--- src/cef_pkg.sv ---
// constants, types and carriers of the contactless error and status flag block
//==============================================================
// How it works
// - Flag nonvolatile command error in bit 7 when the last such command failed.
// - Flag bit 6 on FIFO writes during CRC, receive phases or authentication.
// - Clear bit 6 at command start; when multi-frame, only after error flags stored.
// - Write into full FIFO sets bit 5; later writes dropped while set.
// - Flag bit 4 when a frame after valid start has under 4 bits.
// - Drop short frames silently, decoder stays on; also under 3 bytes if suppressing.
// - Clear bits 4,2,1,0 at receive start, or entering wait-for-data in transceive.
// - Flag bit 3 when transmit is requested with an empty FIFO.
// - Flag collision in bit 2 and keep the first collision position.
// - A collision inside the end-of-frame symbol does not set the flag.
// - Flag bit 1 on bad stop bit, start or byte count; stop reception.
// - On protocol error the last byte is not stored.
// - Flag bit 0 on parity or CRC mismatch; reception goes on.
// - With collision-as-integrity set, a collision also sets bit 0.
// - Report link state as 000,001,011,101,110,111; 100 never appears.
// - Error interrupt request high while bits 6,5,3,1 or 0 set.
package cef_pkg;
	//==============================================================
	// register map: word index, byte address is four times it
	localparam logic [7:0] IDX_ERROR      = 8'h0A;
	localparam logic [7:0] IDX_STATE      = 8'h0B;
	localparam logic [7:0] IDX_IRQ_STATUS = 8'h20;
	localparam logic [7:0] IDX_IRQ_MASK   = 8'h21;
	localparam logic [7:0] IDX_CONTROL    = 8'h22;
	localparam logic [7:0] IDX_COLL_POS   = 8'h23;
	//==============================================================
	// error register fields
	localparam int BIT_NVM   = 7;
	localparam int BIT_WRV   = 6;
	localparam int BIT_OVF   = 5;
	localparam int BIT_SHORT = 4;
	localparam int BIT_EMPTY = 3;
	localparam int BIT_COLL  = 2;
	localparam int BIT_PROT  = 1;
	localparam int BIT_INTEG = 0;
	localparam logic [7:0] ERR_IRQ_SEL  = 8'h6B;
	localparam logic [7:0] ERR_RST      = 8'h00;
	localparam logic [7:0] MASK_RST     = 8'h00;
	localparam logic [2:0] CTRL_RST     = 3'h0;
	// control register fields
	localparam int CTRL_COLL_INTEG = 0;
	localparam int CTRL_MULTI      = 1;
	localparam int CTRL_SUPPRESS   = 2;
	//==============================================================
	// link state codes
	localparam logic [2:0] CODE_IDLE     = 3'h0;
	localparam logic [2:0] CODE_TXWAIT   = 3'h1;
	localparam logic [2:0] CODE_TX       = 3'h3;
	localparam logic [2:0] CODE_RXWAIT   = 3'h5;
	localparam logic [2:0] CODE_WAITDATA = 3'h6;
	localparam logic [2:0] CODE_RECV     = 3'h7;
	//==============================================================
	// frame limits
	localparam int RX_BITS_W = 13;
	localparam logic [RX_BITS_W-1:0] MIN_FRAME_BITS    = 13'h0004;
	localparam logic [RX_BITS_W-1:0] MIN_SUPPRESS_BITS = 13'h0018;
	//==============================================================
	// types
	typedef enum logic [1:0] {CMD_TRANSMIT, CMD_RECEIVE, CMD_TRANSCEIVE} cef_cmd_kind_type;
	typedef enum logic [2:0] {ST_IDLE, ST_TXWAIT, ST_TX, ST_RXWAIT, ST_WAITDATA, ST_RECV} cef_state_type;
	typedef struct packed {
		logic             start;
		cef_cmd_kind_type kind;
		logic             stop;
		logic             txGo;
		logic             txDone;
		logic             rxWaitDone;
		logic             errFlagsStored;
		logic             auth;
	} cef_cmd_type;
	typedef struct packed {
		logic write;
		logic full;
		logic empty;
		logic flush;
		logic crcSending;
		logic txRequest;
	} cef_fifo_type;
	typedef struct packed {
		logic                 sofDetected;
		logic                 frameEnd;
		logic [RX_BITS_W-1:0] bitCount;
		logic                 byteValid;
		logic                 collision;
		logic                 collisionInEof;
		logic [6:0]           collPos;
		logic                 stopBitErr;
		logic                 sofErr;
		logic                 byteCountErr;
		logic                 parityErr;
		logic                 crcErr;
	} cef_rx_type;
	typedef struct packed {
		logic start;
		logic done;
		logic fail;
	} cef_nvm_type;
endpackage : cef_pkg

--- src/cef_error_status.sv ---
// error flags, link state machine and register slave of the contactless front end
`timescale 1ns/1ps
module cef_error_status #(
	parameter int ADDR_W = 12
) (
	// clock and reset
	input  wire logic                sys_clk,
	input  wire logic                nrst,
	// apb slave
	input  wire logic                psel,
	input  wire logic                penable,
	input  wire logic                pwrite,
	input  wire logic [ADDR_W-1:0]   paddr,
	input  wire logic [31:0]         pwdata,
	output logic      [31:0]         prdata,
	output logic                     pready,
	output logic                     pslverr,
	// device events
	input  wire cef_pkg::cef_cmd_type  cmd,
	input  wire cef_pkg::cef_fifo_type fifo,
	input  wire cef_pkg::cef_rx_type   rx,
	input  wire cef_pkg::cef_nvm_type  nvm,
	// controls toward the datapath
	output logic                     fifoWriteAccept,
	output logic                     rxByteStore,
	output logic                     rxStop,
	output logic                     receive_interrupt_request,
	output logic                     decoderEnable,
	// status and interrupts
	output logic      [2:0]          linkState,
	output logic                     errIrqReq,
	output logic                     irq
);
	// the register index is taken from paddr[9:2], so narrower buses cannot reach the map
	if (ADDR_W < 10) begin : g_addr_check
		$error("ADDR_W must be at least 10");
	end

	//==============================================================
	// state code mapping
	function automatic logic [2:0] stateCode(input cef_pkg::cef_state_type s);
		logic [2:0] c;
		c = cef_pkg::CODE_IDLE;
		unique case (s)
			cef_pkg::ST_IDLE:     c = cef_pkg::CODE_IDLE;
			cef_pkg::ST_TXWAIT:   c = cef_pkg::CODE_TXWAIT;
			cef_pkg::ST_TX:       c = cef_pkg::CODE_TX;
			cef_pkg::ST_RXWAIT:   c = cef_pkg::CODE_RXWAIT;
			cef_pkg::ST_WAITDATA: c = cef_pkg::CODE_WAITDATA;
			cef_pkg::ST_RECV:     c = cef_pkg::CODE_RECV;
			default:              c = cef_pkg::CODE_IDLE;
		endcase
		return c;
	endfunction : stateCode

	//==============================================================
	// state
	cef_pkg::cef_state_type state;
	cef_pkg::cef_state_type next_state;
	logic [7:0] errFlags;
	logic [7:0] irqStatus;
	logic [7:0] irqMask;
	logic [2:0] control;
	logic       transceive;
	logic       collValid;
	logic [6:0] collPos;

	//==============================================================
	// event decode
	wire inRecv    = (state == cef_pkg::ST_RECV);
	wire rxPhase   = inRecv | (state == cef_pkg::ST_RXWAIT) | (state == cef_pkg::ST_WAITDATA);
	wire frameDone = inRecv & rx.frameEnd;
	wire tooFewBits = rx.bitCount < cef_pkg::MIN_FRAME_BITS;
	wire tooFewBytes = rx.bitCount < cef_pkg::MIN_SUPPRESS_BITS;
	wire shortFrame = frameDone & tooFewBits;
	// noise bursts are dropped without a receive interrupt so the reader keeps listening
	wire discard = shortFrame | (frameDone & control[cef_pkg::CTRL_SUPPRESS] & tooFewBytes);
	wire collHit = rx.collision & ~rx.collisionInEof;
	wire protHit = inRecv & (rx.stopBitErr | rx.sofErr | rx.byteCountErr);
	wire integHit = rx.parityErr | rx.crcErr | (collHit & control[cef_pkg::CTRL_COLL_INTEG]);
	wire wrViolation = fifo.write & (fifo.crcSending | rxPhase | cmd.auth);
	wire clStart = cmd.start & (state == cef_pkg::ST_IDLE);
	wire enterWaitTrx = (state == cef_pkg::ST_RXWAIT) & cmd.rxWaitDone & transceive;
	wire rxClear = (clStart & (cmd.kind == cef_pkg::CMD_RECEIVE)) | enterWaitTrx;
	wire wrvClear = control[cef_pkg::CTRL_MULTI] ? cmd.errFlagsStored : clStart;

	wire [7:0] setVec = {nvm.done & nvm.fail,
	                     wrViolation,
	                     fifo.write & fifo.full,
	                     shortFrame,
	                     fifo.txRequest & fifo.empty,
	                     collHit,
	                     protHit,
	                     integHit};
	wire [7:0] clrVec = {nvm.start, wrvClear, fifo.flush, rxClear, clStart, rxClear, rxClear, rxClear};
	// a flag raised in the cycle it is cleared survives
	wire [7:0] next_errFlags = (errFlags & ~clrVec) | setVec;

	//==============================================================
	// link state machine
	always_comb begin
		next_state = state;
		if (cmd.stop) begin
			next_state = cef_pkg::ST_IDLE;
		end else begin
			unique case (state)
				cef_pkg::ST_IDLE: begin
					if (clStart) begin
						next_state = (cmd.kind == cef_pkg::CMD_RECEIVE) ? cef_pkg::ST_RXWAIT : cef_pkg::ST_TXWAIT;
					end
				end
				cef_pkg::ST_TXWAIT: begin
					if (cmd.txGo) begin
						next_state = cef_pkg::ST_TX;
					end
				end
				cef_pkg::ST_TX: begin
					if (cmd.txDone) begin
						next_state = transceive ? cef_pkg::ST_RXWAIT : cef_pkg::ST_IDLE;
					end
				end
				cef_pkg::ST_RXWAIT: begin
					if (cmd.rxWaitDone) begin
						next_state = cef_pkg::ST_WAITDATA;
					end
				end
				cef_pkg::ST_WAITDATA: begin
					if (rx.sofDetected) begin
						next_state = cef_pkg::ST_RECV;
					end
				end
				cef_pkg::ST_RECV: begin
					if (protHit) begin
						next_state = cef_pkg::ST_IDLE;
					end else if (frameDone) begin
						next_state = discard ? cef_pkg::ST_WAITDATA : cef_pkg::ST_IDLE;
					end
				end
				default: next_state = cef_pkg::ST_IDLE;
			endcase
		end
	end

	//==============================================================
	// apb decode
	wire [7:0] idx     = paddr[9:2];
	wire       setup   = psel & ~penable;
	wire       wrEn    = psel & penable & pready & pwrite;
	wire       mapped  = (idx == cef_pkg::IDX_ERROR) | (idx == cef_pkg::IDX_STATE) |
	                     (idx == cef_pkg::IDX_IRQ_STATUS) | (idx == cef_pkg::IDX_IRQ_MASK) |
	                     (idx == cef_pkg::IDX_CONTROL) | (idx == cef_pkg::IDX_COLL_POS);
	wire       wrMask  = wrEn & (idx == cef_pkg::IDX_IRQ_MASK);
	wire       wrCtrl  = wrEn & (idx == cef_pkg::IDX_CONTROL);
	wire [7:0] w1c     = (wrEn & (idx == cef_pkg::IDX_IRQ_STATUS)) ? pwdata[7:0] : 8'h00;
	// error and state words have no write path at all
	wire [7:0] readByte = (idx == cef_pkg::IDX_ERROR)      ? errFlags :
	                      (idx == cef_pkg::IDX_STATE)      ? {5'h00, linkState} :
	                      (idx == cef_pkg::IDX_IRQ_STATUS) ? irqStatus :
	                      (idx == cef_pkg::IDX_IRQ_MASK)   ? irqMask :
	                      (idx == cef_pkg::IDX_CONTROL)    ? {5'h00, control} :
	                      (idx == cef_pkg::IDX_COLL_POS)   ? {collValid, collPos} : 8'h00;
	wire [7:0] next_irqStatus = (irqStatus & ~w1c) | (setVec & ~errFlags);
	wire [7:0] next_irqMask   = wrMask ? pwdata[7:0] : irqMask;

	//==============================================================
	// registers
	always_ff @(posedge sys_clk) begin
		if (!nrst) begin
			pready  <= 1'b0;
			pslverr <= 1'b0;
			prdata  <= 32'h0000_0000;
			irqMask <= cef_pkg::MASK_RST;
			control <= cef_pkg::CTRL_RST;
		end else begin
			pready  <= setup;
			pslverr <= setup & ~mapped;
			prdata  <= setup ? {24'h00_0000, readByte} : 32'h0000_0000;
			irqMask <= next_irqMask;
			if (wrCtrl) begin
				control <= pwdata[2:0];
			end
		end
	end

	always_ff @(posedge sys_clk) begin
		if (!nrst) begin
			state      <= cef_pkg::ST_IDLE;
			errFlags   <= cef_pkg::ERR_RST;
			irqStatus  <= cef_pkg::ERR_RST;
			transceive <= 1'b0;
			linkState  <= cef_pkg::CODE_IDLE;
		end else begin
			state      <= next_state;
			errFlags   <= next_errFlags;
			irqStatus  <= next_irqStatus;
			linkState  <= stateCode(next_state);
			if (clStart) begin
				transceive <= (cmd.kind == cef_pkg::CMD_TRANSCEIVE);
			end
		end
	end

	// only the first collision of a frame is kept
	always_ff @(posedge sys_clk) begin
		if (!nrst) begin
			collValid <= 1'b0;
			collPos   <= 7'h00;
		end else if (collHit & (~collValid | rxClear)) begin
			collValid <= 1'b1;
			collPos   <= rx.collPos;
		end else if (rxClear) begin
			collValid <= 1'b0;
		end
	end

	always_ff @(posedge sys_clk) begin
		if (!nrst) begin
			fifoWriteAccept <= 1'b0;
			rxByteStore     <= 1'b0;
			rxStop          <= 1'b0;
			receive_interrupt_request           <= 1'b0;
			decoderEnable   <= 1'b0;
			errIrqReq       <= 1'b0;
			irq             <= 1'b0;
		end else begin
			fifoWriteAccept <= fifo.write & ~fifo.full & ~errFlags[cef_pkg::BIT_OVF];
			rxByteStore     <= inRecv & rx.byteValid & ~protHit;
			rxStop          <= protHit;
			receive_interrupt_request           <= frameDone & ~discard & ~protHit;
			decoderEnable   <= (next_state == cef_pkg::ST_WAITDATA) | (next_state == cef_pkg::ST_RECV);
			errIrqReq       <= |(next_errFlags & cef_pkg::ERR_IRQ_SEL);
			irq             <= |(next_irqStatus & next_irqMask);
		end
	end
endmodule : cef_error_status

--- config.mk ---
export PLATFORM = sky130hd
export DESIGN_NAME = cef_error_status
export DESIGN_NICKNAME = d
export VERILOG_FILES = /design/src/cef_pkg.sv /design/src/cef_error_status.sv
export SDC_FILE = /design/constraint.sdc
export NUM_CORES = 1
export LEC_CHECK = 0
export ABC_AREA = 1
export BUFFER_PORTS_ARGS = -buffer_cell sky130_fd_sc_hd__buf_2
export CAP_MARGIN = 15
export CORE_ASPECT_RATIO = 0.6
export CORE_MARGIN = 2
export CORE_UTILIZATION = 44
export CTS_BUF_LIST = sky130_fd_sc_hd__clkbuf_8
export DETAILED_ROUTE_END_ITERATION = 8
export MAX_ROUTING_LAYER = met4
export PLACE_DENSITY_LB_ADDON = 0.25
export SLEW_MARGIN = 20
export SYNTH_ARGS = -nofsm -noshare
export SYNTH_HDL_FRONTEND = slang
export SYNTH_SLANG_ARGS = --single-unit
export TNS_END_PERCENT = 100
--- constraint.sdc ---
create_clock -name sys_clk -period 1.65 [get_ports sys_clk]
set_clock_uncertainty 0.2 [all_clocks]
set_input_delay 0.165 -clock sys_clk [delete_from_list [all_inputs] [get_ports sys_clk]]
set_output_delay 0.165 -clock sys_clk [all_outputs]
set_load 0.03 [all_outputs]
Word-level counts from Yosys, hierarchy flattened
Cells that the tools add are included.
- add/sub/neg operators: 0
- multiply operators: 0
- div/mod/pow operators: 0
- $lt $le $gt $ge: 2
- eq/ne operators: 18
- shifts and indexed selects: 0
- multiplexer cells: 24
- bitwise logic cells: 64
- reduce and logical (&&, ||, !) cells: 5
- operators by type and width (operator ; number):
    $mux W8 ; 8
    $and A8 B8 Y8 ; 4
    $eq A8 B6 Y1 const B ; 4
    $and A1 B1 Y1 ; 30
    $mux W3 ; 9
    $not A8 Y8 ; 3
    $pmux W3 S6 ; 1
    $or A1 B1 Y1 ; 17
    $eq A8 B4 Y1 const B ; 2
    $or A8 B8 Y8 ; 2
    $pmux W3 S5 ; 1
    $lt A13 B3 Y1 const B ; 1
    $lt A13 B5 Y1 const B ; 1
    $eq A3 B2 Y1 const B ; 4
    $eq A3 B3 Y1 const B ; 4
    $not A1 Y1 ; 8
    $reduce_or A8 Y1 ; 1
    $eq A3 B1 Y1 const B ; 2
    $reduce_or A5 Y1 ; 1
    $mux W2 ; 2
    $logic_not A3 Y1 ; 1
    $mux W1 ; 3
    $eq A2 B1 Y1 const B ; 1
    $eq A2 B2 Y1 const B ; 1
    2 further kinds ; 2
- register bits: 83
- latch bits: 0
- memory bits (writable): 0
- memory bits (read-only): 0
- input bits: 97
- memories kept: 0

Longest topological paths before layout
- depth in word-level cells: 12
- gate-level depth with buffers: 14
- gate-level depth less buffers: 14

Least setup slack after synthesis
Ideal clock, no wire load.
- kind: register -> register
- start: register pready
- end: register irq
- library setup time: 0.131 ns
- arrival: 1.529 ns
- path slack: -0.209 ns
- stages on the path, launching flop included: 11
- period minus slack after synthesis: 1.859 ns
- cells stage by stage: dfxtp_1 nand2_1 nor2_8 nand3_4 buf_12 nor2_2 nor2_2 nand2_1 nand2_1 nor2_1 a21oi_2
- cells in the longest elaborated chain, start to end: 9
- ends and longest elaborated chain (what ; line ; source):
    start, declared ; cef_error_status.sv:16 ; output logic pready,
    start signal, assigned ; cef_error_status.sv:175 ; pready <= setup;
    $and A1 B1 Y1 (*) (2 in a row) ; cef_error_status.sv:148 ; wire wrEn = psel & penable & pready & pwrite;
    $and A1 B1 Y1 ; cef_error_status.sv:154 ; wire [7:0] w1c = (wrEn & (idx == cef_pkg::IDX_IRQ_STATUS)) ? pwdata[7:0] : 8'h00;
    $mux W8 ; cef_error_status.sv:154 ;
    $not A8 Y8 ; cef_error_status.sv:162 ; wire [7:0] next_irqStatus = (irqStatus & ~w1c) | (setVec & ~errFlags);
    $and A8 B8 Y8 ; cef_error_status.sv:162 ;
    $or A8 B8 Y8 ; cef_error_status.sv:162 ;
    $and A8 B8 Y8 (*) ; cef_error_status.sv:232 ; irq <= |(next_irqStatus & next_irqMask);
    $reduce_or A8 Y1 (*) ; cef_error_status.sv:232 ;
    end signal, assigned ; cef_error_status.sv:232 ;
    end, declared ; cef_error_status.sv:32 ; output logic irq
Mark *: on every way between the ends. The rest lies on a longest branch, timed or not.
A chain may end at the register's enable or synchronous reset.

Worst setup path in the final report
- start: register state[1]
- end: register linkState[2]
- cells in the longest elaborated chain, start to end: 12
- ends and longest elaborated chain (what ; line ; source):
    start, declared ; cef_error_status.sv:58 ; cef_pkg::cef_state_type state;
    start signal, assigned ; cef_error_status.sv:187 ; state <= cef_pkg::ST_IDLE;
    start signal, assigned ; cef_error_status.sv:193 ; state <= next_state;
    $eq A3 B3 Y1 ; cef_error_status.sv:70, cef_error_status.sv:106 ;
    $and A1 B1 Y1 ; cef_error_status.sv:72 ; wire frameDone = inRecv & rx.frameEnd;
    $and A1 B1 Y1 (2 in a row) ; cef_error_status.sv:77 ; wire discard = shortFrame | (frameDone & control[cef_pkg::CTRL_SUPPRESS] & tooFewBytes);
    $or A1 B1 Y1 ; cef_error_status.sv:77 ;
    $mux W3 ; cef_error_status.sv:136 ; next_state = discard ? cef_pkg::ST_WAITDATA : cef_pkg::ST_IDLE;
    $mux W3 ; cef_error_status.sv:135 ; end else if (frameDone) begin
    $mux W3 ; cef_error_status.sv:133 ; if (protHit) begin
    $pmux W3 S6 (*) ; cef_error_status.sv:106 ; unique case (state)
    $mux W3 (*) ; cef_error_status.sv:103 ; if (cmd.stop) begin
    named net next_state[2] ; cef_error_status.sv:59 ; cef_pkg::cef_state_type next_state;
    $eq A3 B3 Y1 (tied with other cells) ; cef_error_status.sv:44 ; unique case (s)
    $pmux W3 S5 (*) ; cef_error_status.sv:44 ;
    end signal, assigned ; cef_error_status.sv:191 ; linkState <= cef_pkg::CODE_IDLE;
    end signal, assigned ; cef_error_status.sv:196 ; linkState <= stateCode(next_state);
    end, declared ; cef_error_status.sv:30 ; output logic [2:0] linkState,
Mark *: on every way through the listed nets, which the timed path passes. The rest lies on a longest branch.

==> run summary <==
The flow ran to the end, but the final reports show violations. The final reports fail on DRC, setup timing. Library cell with the largest summed area after synthesis: sky130_fd_sc_hd__dfxtp_1.

The clock tree root buffer cell is sky130_fd_sc_hd__clkbuf_8. IR analysis of the VDD net gives a maximum drop of 0.5744 mV. After detailed placement, the total cell area comes to 3973 µm². Detailed routing inserted a total of 3434 vias.

The worst setup path is captured at a register. The run gives 13 as the number of endpoints failing setup at the final stage. The share of the synthesized area in the top cell type was 0.3750; the die footprint was 7872 µm². 0 antenna diodes ended up in the layout.

The number of placed I/O pins was 141. The level count of the clock H-tree was 3. Before antenna repair, the detailed router went through 7 iterations. Yosys mapped the design onto 42 distinct sky130hd cell types.

The maximum number of pins on one net before global-route repair was 21; the via count of the first global-routing pass was 3390. The met1 layer wirelength in the final routing came out at 4.663 mm. The top cell types in the final layout, fill and taps aside, are sky130_fd_sc_hd__buf_2 (86), sky130_fd_sc_hd__nand2_1 (69), sky130_fd_sc_hd__inv_1 (61), sky130_fd_sc_hd__dfxtp_1 (55), sky130_fd_sc_hd__nor2_1 (44). The library cell used most frequently in the layout, excluding fill and tap cells, is sky130_fd_sc_hd__buf_2. The sequential cells in the finished layout cover a total of 1194 µm². The global router's overall resource usage is 0.2616, and the biggest cell delay along the critical path is 0.36 ns.

The floorplan step set the die height to 69.53 µm. In this run, CTS created clock tree buffers numbering 9. For this block, the initial DRC count from the detailed router was 223. After the flow finishes, the layout carries non-filler instances totaling 716. The share of the clock period used by the worst path is 1.116. For the number of antenna violations at the first check in global routing, the log shows 0.

The worst setup path is launched from a register. For the worst endpoint required time, the log shows 1.69 ns. The maximum fanout encountered on the critical timing path was 4; the number of warnings reported in the yosys synthesis log was 0.

For the placeable core area, the log shows 6792 µm². The critical path class is reg -> reg. On the critical path, the stage with the largest delay is an instance of sky130_fd_sc_hd__dfxtp_4. The post-layout instance area was 4816 µm²; the number of maximum-capacitance violations was 0.

For the final routed database, the setup TNS stands at -0.9904 ns. The count of buffers added on input and output ports is 86. After detailed routing, the average wire length per cell comes to 13.70 µm. In this run the static leakage power is 2.286 nW. The congestion estimate from routability-driven global placement came to 0.9253. The mapped netlist covers 3149 µm².

Total power for the finished layout comes to 3.613 mW. The total overflow reported by the global router was 0; the post-synthesis sequential area ratio was 0.3750. Across all hold checks on the routed design, the worst slack comes to 0.04105 ns. Counting flops and latches in the post-synthesis netlist gives 59. The highest metal layer carrying signal wires in the routed design is met4.

For the clock latency on the worst-skew pair, the log shows 0.35 ns. The run gives 543.0 MHz as the timing-limited maximum frequency. Synthesis handed over a netlist of 447 instances.

The run gives 0 as the number of antenna-violating nets in the routed design. The logs give 0.4637 for the initial cell density of the core and 660 for the count of placed standard cells including taps. The initialized floorplan defines 23 standard-cell rows.

From synthesis to final layout, the design area changed by 52.92%. The clock edge transition at the registers on the reported setup and hold paths is 0.07 ns, and the post-detailed-routing wire length is 9.811 mm. For the worst endpoint data arrival time, the log shows 1.88 ns. The maximum buffer depth of the clock tree was 2. Power spread over the standard cell area amounts to 750.2 nW/µm².

After detailed routing, the met2 layer carries 4.386 mm of wire. Final net count: 722. The proportion of layout cells with a drive suffix above 1 was 0.3959. Measured along the x axis, the die boundary spans 113.2 µm. The tools report the area occupied by multi-input gates as 1733 µm². Setup repair after global routing could not meet its margin everywhere. The shortest clock period the worst path allows after layout came out at 1.842 ns.

Ranked by total cell area, the synthesized netlist is headed by sky130_fd_sc_hd__dfxtp_1 (38%), sky130_fd_sc_hd__nand2_1 (9.7%), sky130_fd_sc_hd__inv_1 (7.9%). For this run, design rule violations remaining after detail routing come to 8. The first global-routing pass estimated 15.79 mm of wire.

The detail-routed via count per cell is 4.796. The run gives 0 as the final-report max-slew violation count. The layout has 562 filler cells.

The clock drives 59 sinks. The most numerous cell type found on the critical path is sky130_fd_sc_hd__nand2_2. The path class of the lowest-slack min-delay path was in -> reg. The number of hold violations in the final report was 0.

The signal on the critical path passes through inv_4, nand3_4, nor2_4, nand3_2, nand2_2, nand2_2, o21ai_2, inv_2, ha_4, inv_2, nand2_2, nand2_2, a21oi_2. TritonCTS built the clock tree. A synthesized cell averages 7.045 µm². The post-route worst setup slack is -0.1918 ns, and the detailed route wirelength on metal3 is 625 µm.

Detailed placement ended at an HPWL of 7.120 mm.
## cell usage after synthesis
cell and instances:
sky130_fd_sc_hd__a211oi_1 2, sky130_fd_sc_hd__a21oi_1 39, sky130_fd_sc_hd__a21oi_2 1, sky130_fd_sc_hd__a221oi_1 1, sky130_fd_sc_hd__a22oi_1 1, sky130_fd_sc_hd__a2bb2oi_1 1, sky130_fd_sc_hd__a31oi_1 1, sky130_fd_sc_hd__buf_1 1
sky130_fd_sc_hd__buf_12 1, sky130_fd_sc_hd__buf_2 1, sky130_fd_sc_hd__buf_4 24, sky130_fd_sc_hd__buf_6 1, sky130_fd_sc_hd__buf_8 1, sky130_fd_sc_hd__clkbuf_1 2, sky130_fd_sc_hd__clkbuf_2 1, sky130_fd_sc_hd__conb_1 1
sky130_fd_sc_hd__dfxtp_1 59, sky130_fd_sc_hd__ha_1 1, sky130_fd_sc_hd__inv_1 66, sky130_fd_sc_hd__inv_2 7, sky130_fd_sc_hd__nand2_1 81, sky130_fd_sc_hd__nand2_2 7, sky130_fd_sc_hd__nand2_4 2, sky130_fd_sc_hd__nand3_1 24
sky130_fd_sc_hd__nand3_2 2, sky130_fd_sc_hd__nand3_4 1, sky130_fd_sc_hd__nand3b_1 1, sky130_fd_sc_hd__nand4_1 5, sky130_fd_sc_hd__nor2_1 51, sky130_fd_sc_hd__nor2_2 6, sky130_fd_sc_hd__nor2_4 8, sky130_fd_sc_hd__nor2_8 1
sky130_fd_sc_hd__nor3_1 12, sky130_fd_sc_hd__nor3_2 4, sky130_fd_sc_hd__nor4_1 1, sky130_fd_sc_hd__o211ai_1 1, sky130_fd_sc_hd__o21ai_0 14, sky130_fd_sc_hd__o21ai_1 5, sky130_fd_sc_hd__o21ai_2 3, sky130_fd_sc_hd__o21bai_1 1
sky130_fd_sc_hd__o22ai_1 4, sky130_fd_sc_hd__or2_2 1
## path summary, 6_finish.rpt
| path | from | endpoint | slack, ns | depth (start not counted) |
|---|---|---|---|---|
| worst max-delay path | state[1] | linkState[2] | -0.19 | 13 |
| worst min-delay path | pwdata[5] | irqMask[5] | 0.04 | 4 |
| worst max register to register | state[1] | linkState[2] | -0.19 | 13 |
| worst min register to register | collPos[3] | collPos[3] | 0.25 | 2 |
## final cells by class
type | instances | share of cell area
clock inverters | 5 | 0.01585
flip-flops and latches | 59 | 0.2479
clock buffers | 11 | 0.03144
multi-input cells | 306 | 0.3598
inverters | 73 | 0.05898
well taps | 87 | 0.02260
repair buffers | 175 | 0.2634
## cell families (layout without fill, tap and decap cells)
family | count (synthesis) | after routing | share of synthesized area
adders and majority gates | 1 | 1 | 0.003972
and+or+nand+nor | 207 | 207 | 0.3234
AOI/OAI and AO/OA | 74 | 74 | 0.1307
buffers and inverters | 105 | 264 | 0.1657
other | 1 | 24 | 0.001191
DFF | 59 | 59 | 0.3750
## layer usage
layer,global-route usage,up-vias
met4,0.05962,0
met2,0.3932,112
li1,-,1727
met3,0.05769,15
met1,0.3610,1580
met5,-,-
## where the power goes
part           switching, mW  total [mW]  internal (mW)
Clock                  0.597        1.52          0.925
Sequential            0.0274        1.49           1.47
Combinational          0.343       0.597          0.255
Total                  0.967        3.61           2.65
## metrics by stage
stage	setup WS, ns	util
3_3_place_gp	-0.1046	0.5849
3_5_place_dp	-0.2263	0.5849
4_1_cts	-0.09148	0.6859
2_1_floorplan	-0.03786	-
6_report	-0.1918	0.7091
5_1_grt	-0.2805	0.7091
## state kept, by name, summed over array words and instances, names as in the netlist, 3 cells and up
name       count
errFlags       8
irqMask        8
irqStatus      8
prdata         8
collPos        7
control        3
linkState      3
state          3
## timing repair
action | 4_1_cts | 5_1_grt
pin swaps | 19 | 24
cloned | 0 | 0
resized for setup | 33 | 38
endpoints found under the hold margin | 33 | 0
hold buffers | 30 | 0
buffers inserted | 5 | 9
setup endpoints to repair | 12 | 19
## worst max-delay path, delay by kind of cell, from the launching register on
family | cells | cell delay, ns
AND/OR/NAND/NOR | 7 | 0.62
adder cells (fa/ha/maj) | 1 | 0.16
AO/OA/AOI/OAI | 2 | 0.19
flip-flops | 1 | 0.36
buffers and inverters | 3 | 0.19
Note: power is estimated with default switching activity, not from simulation.
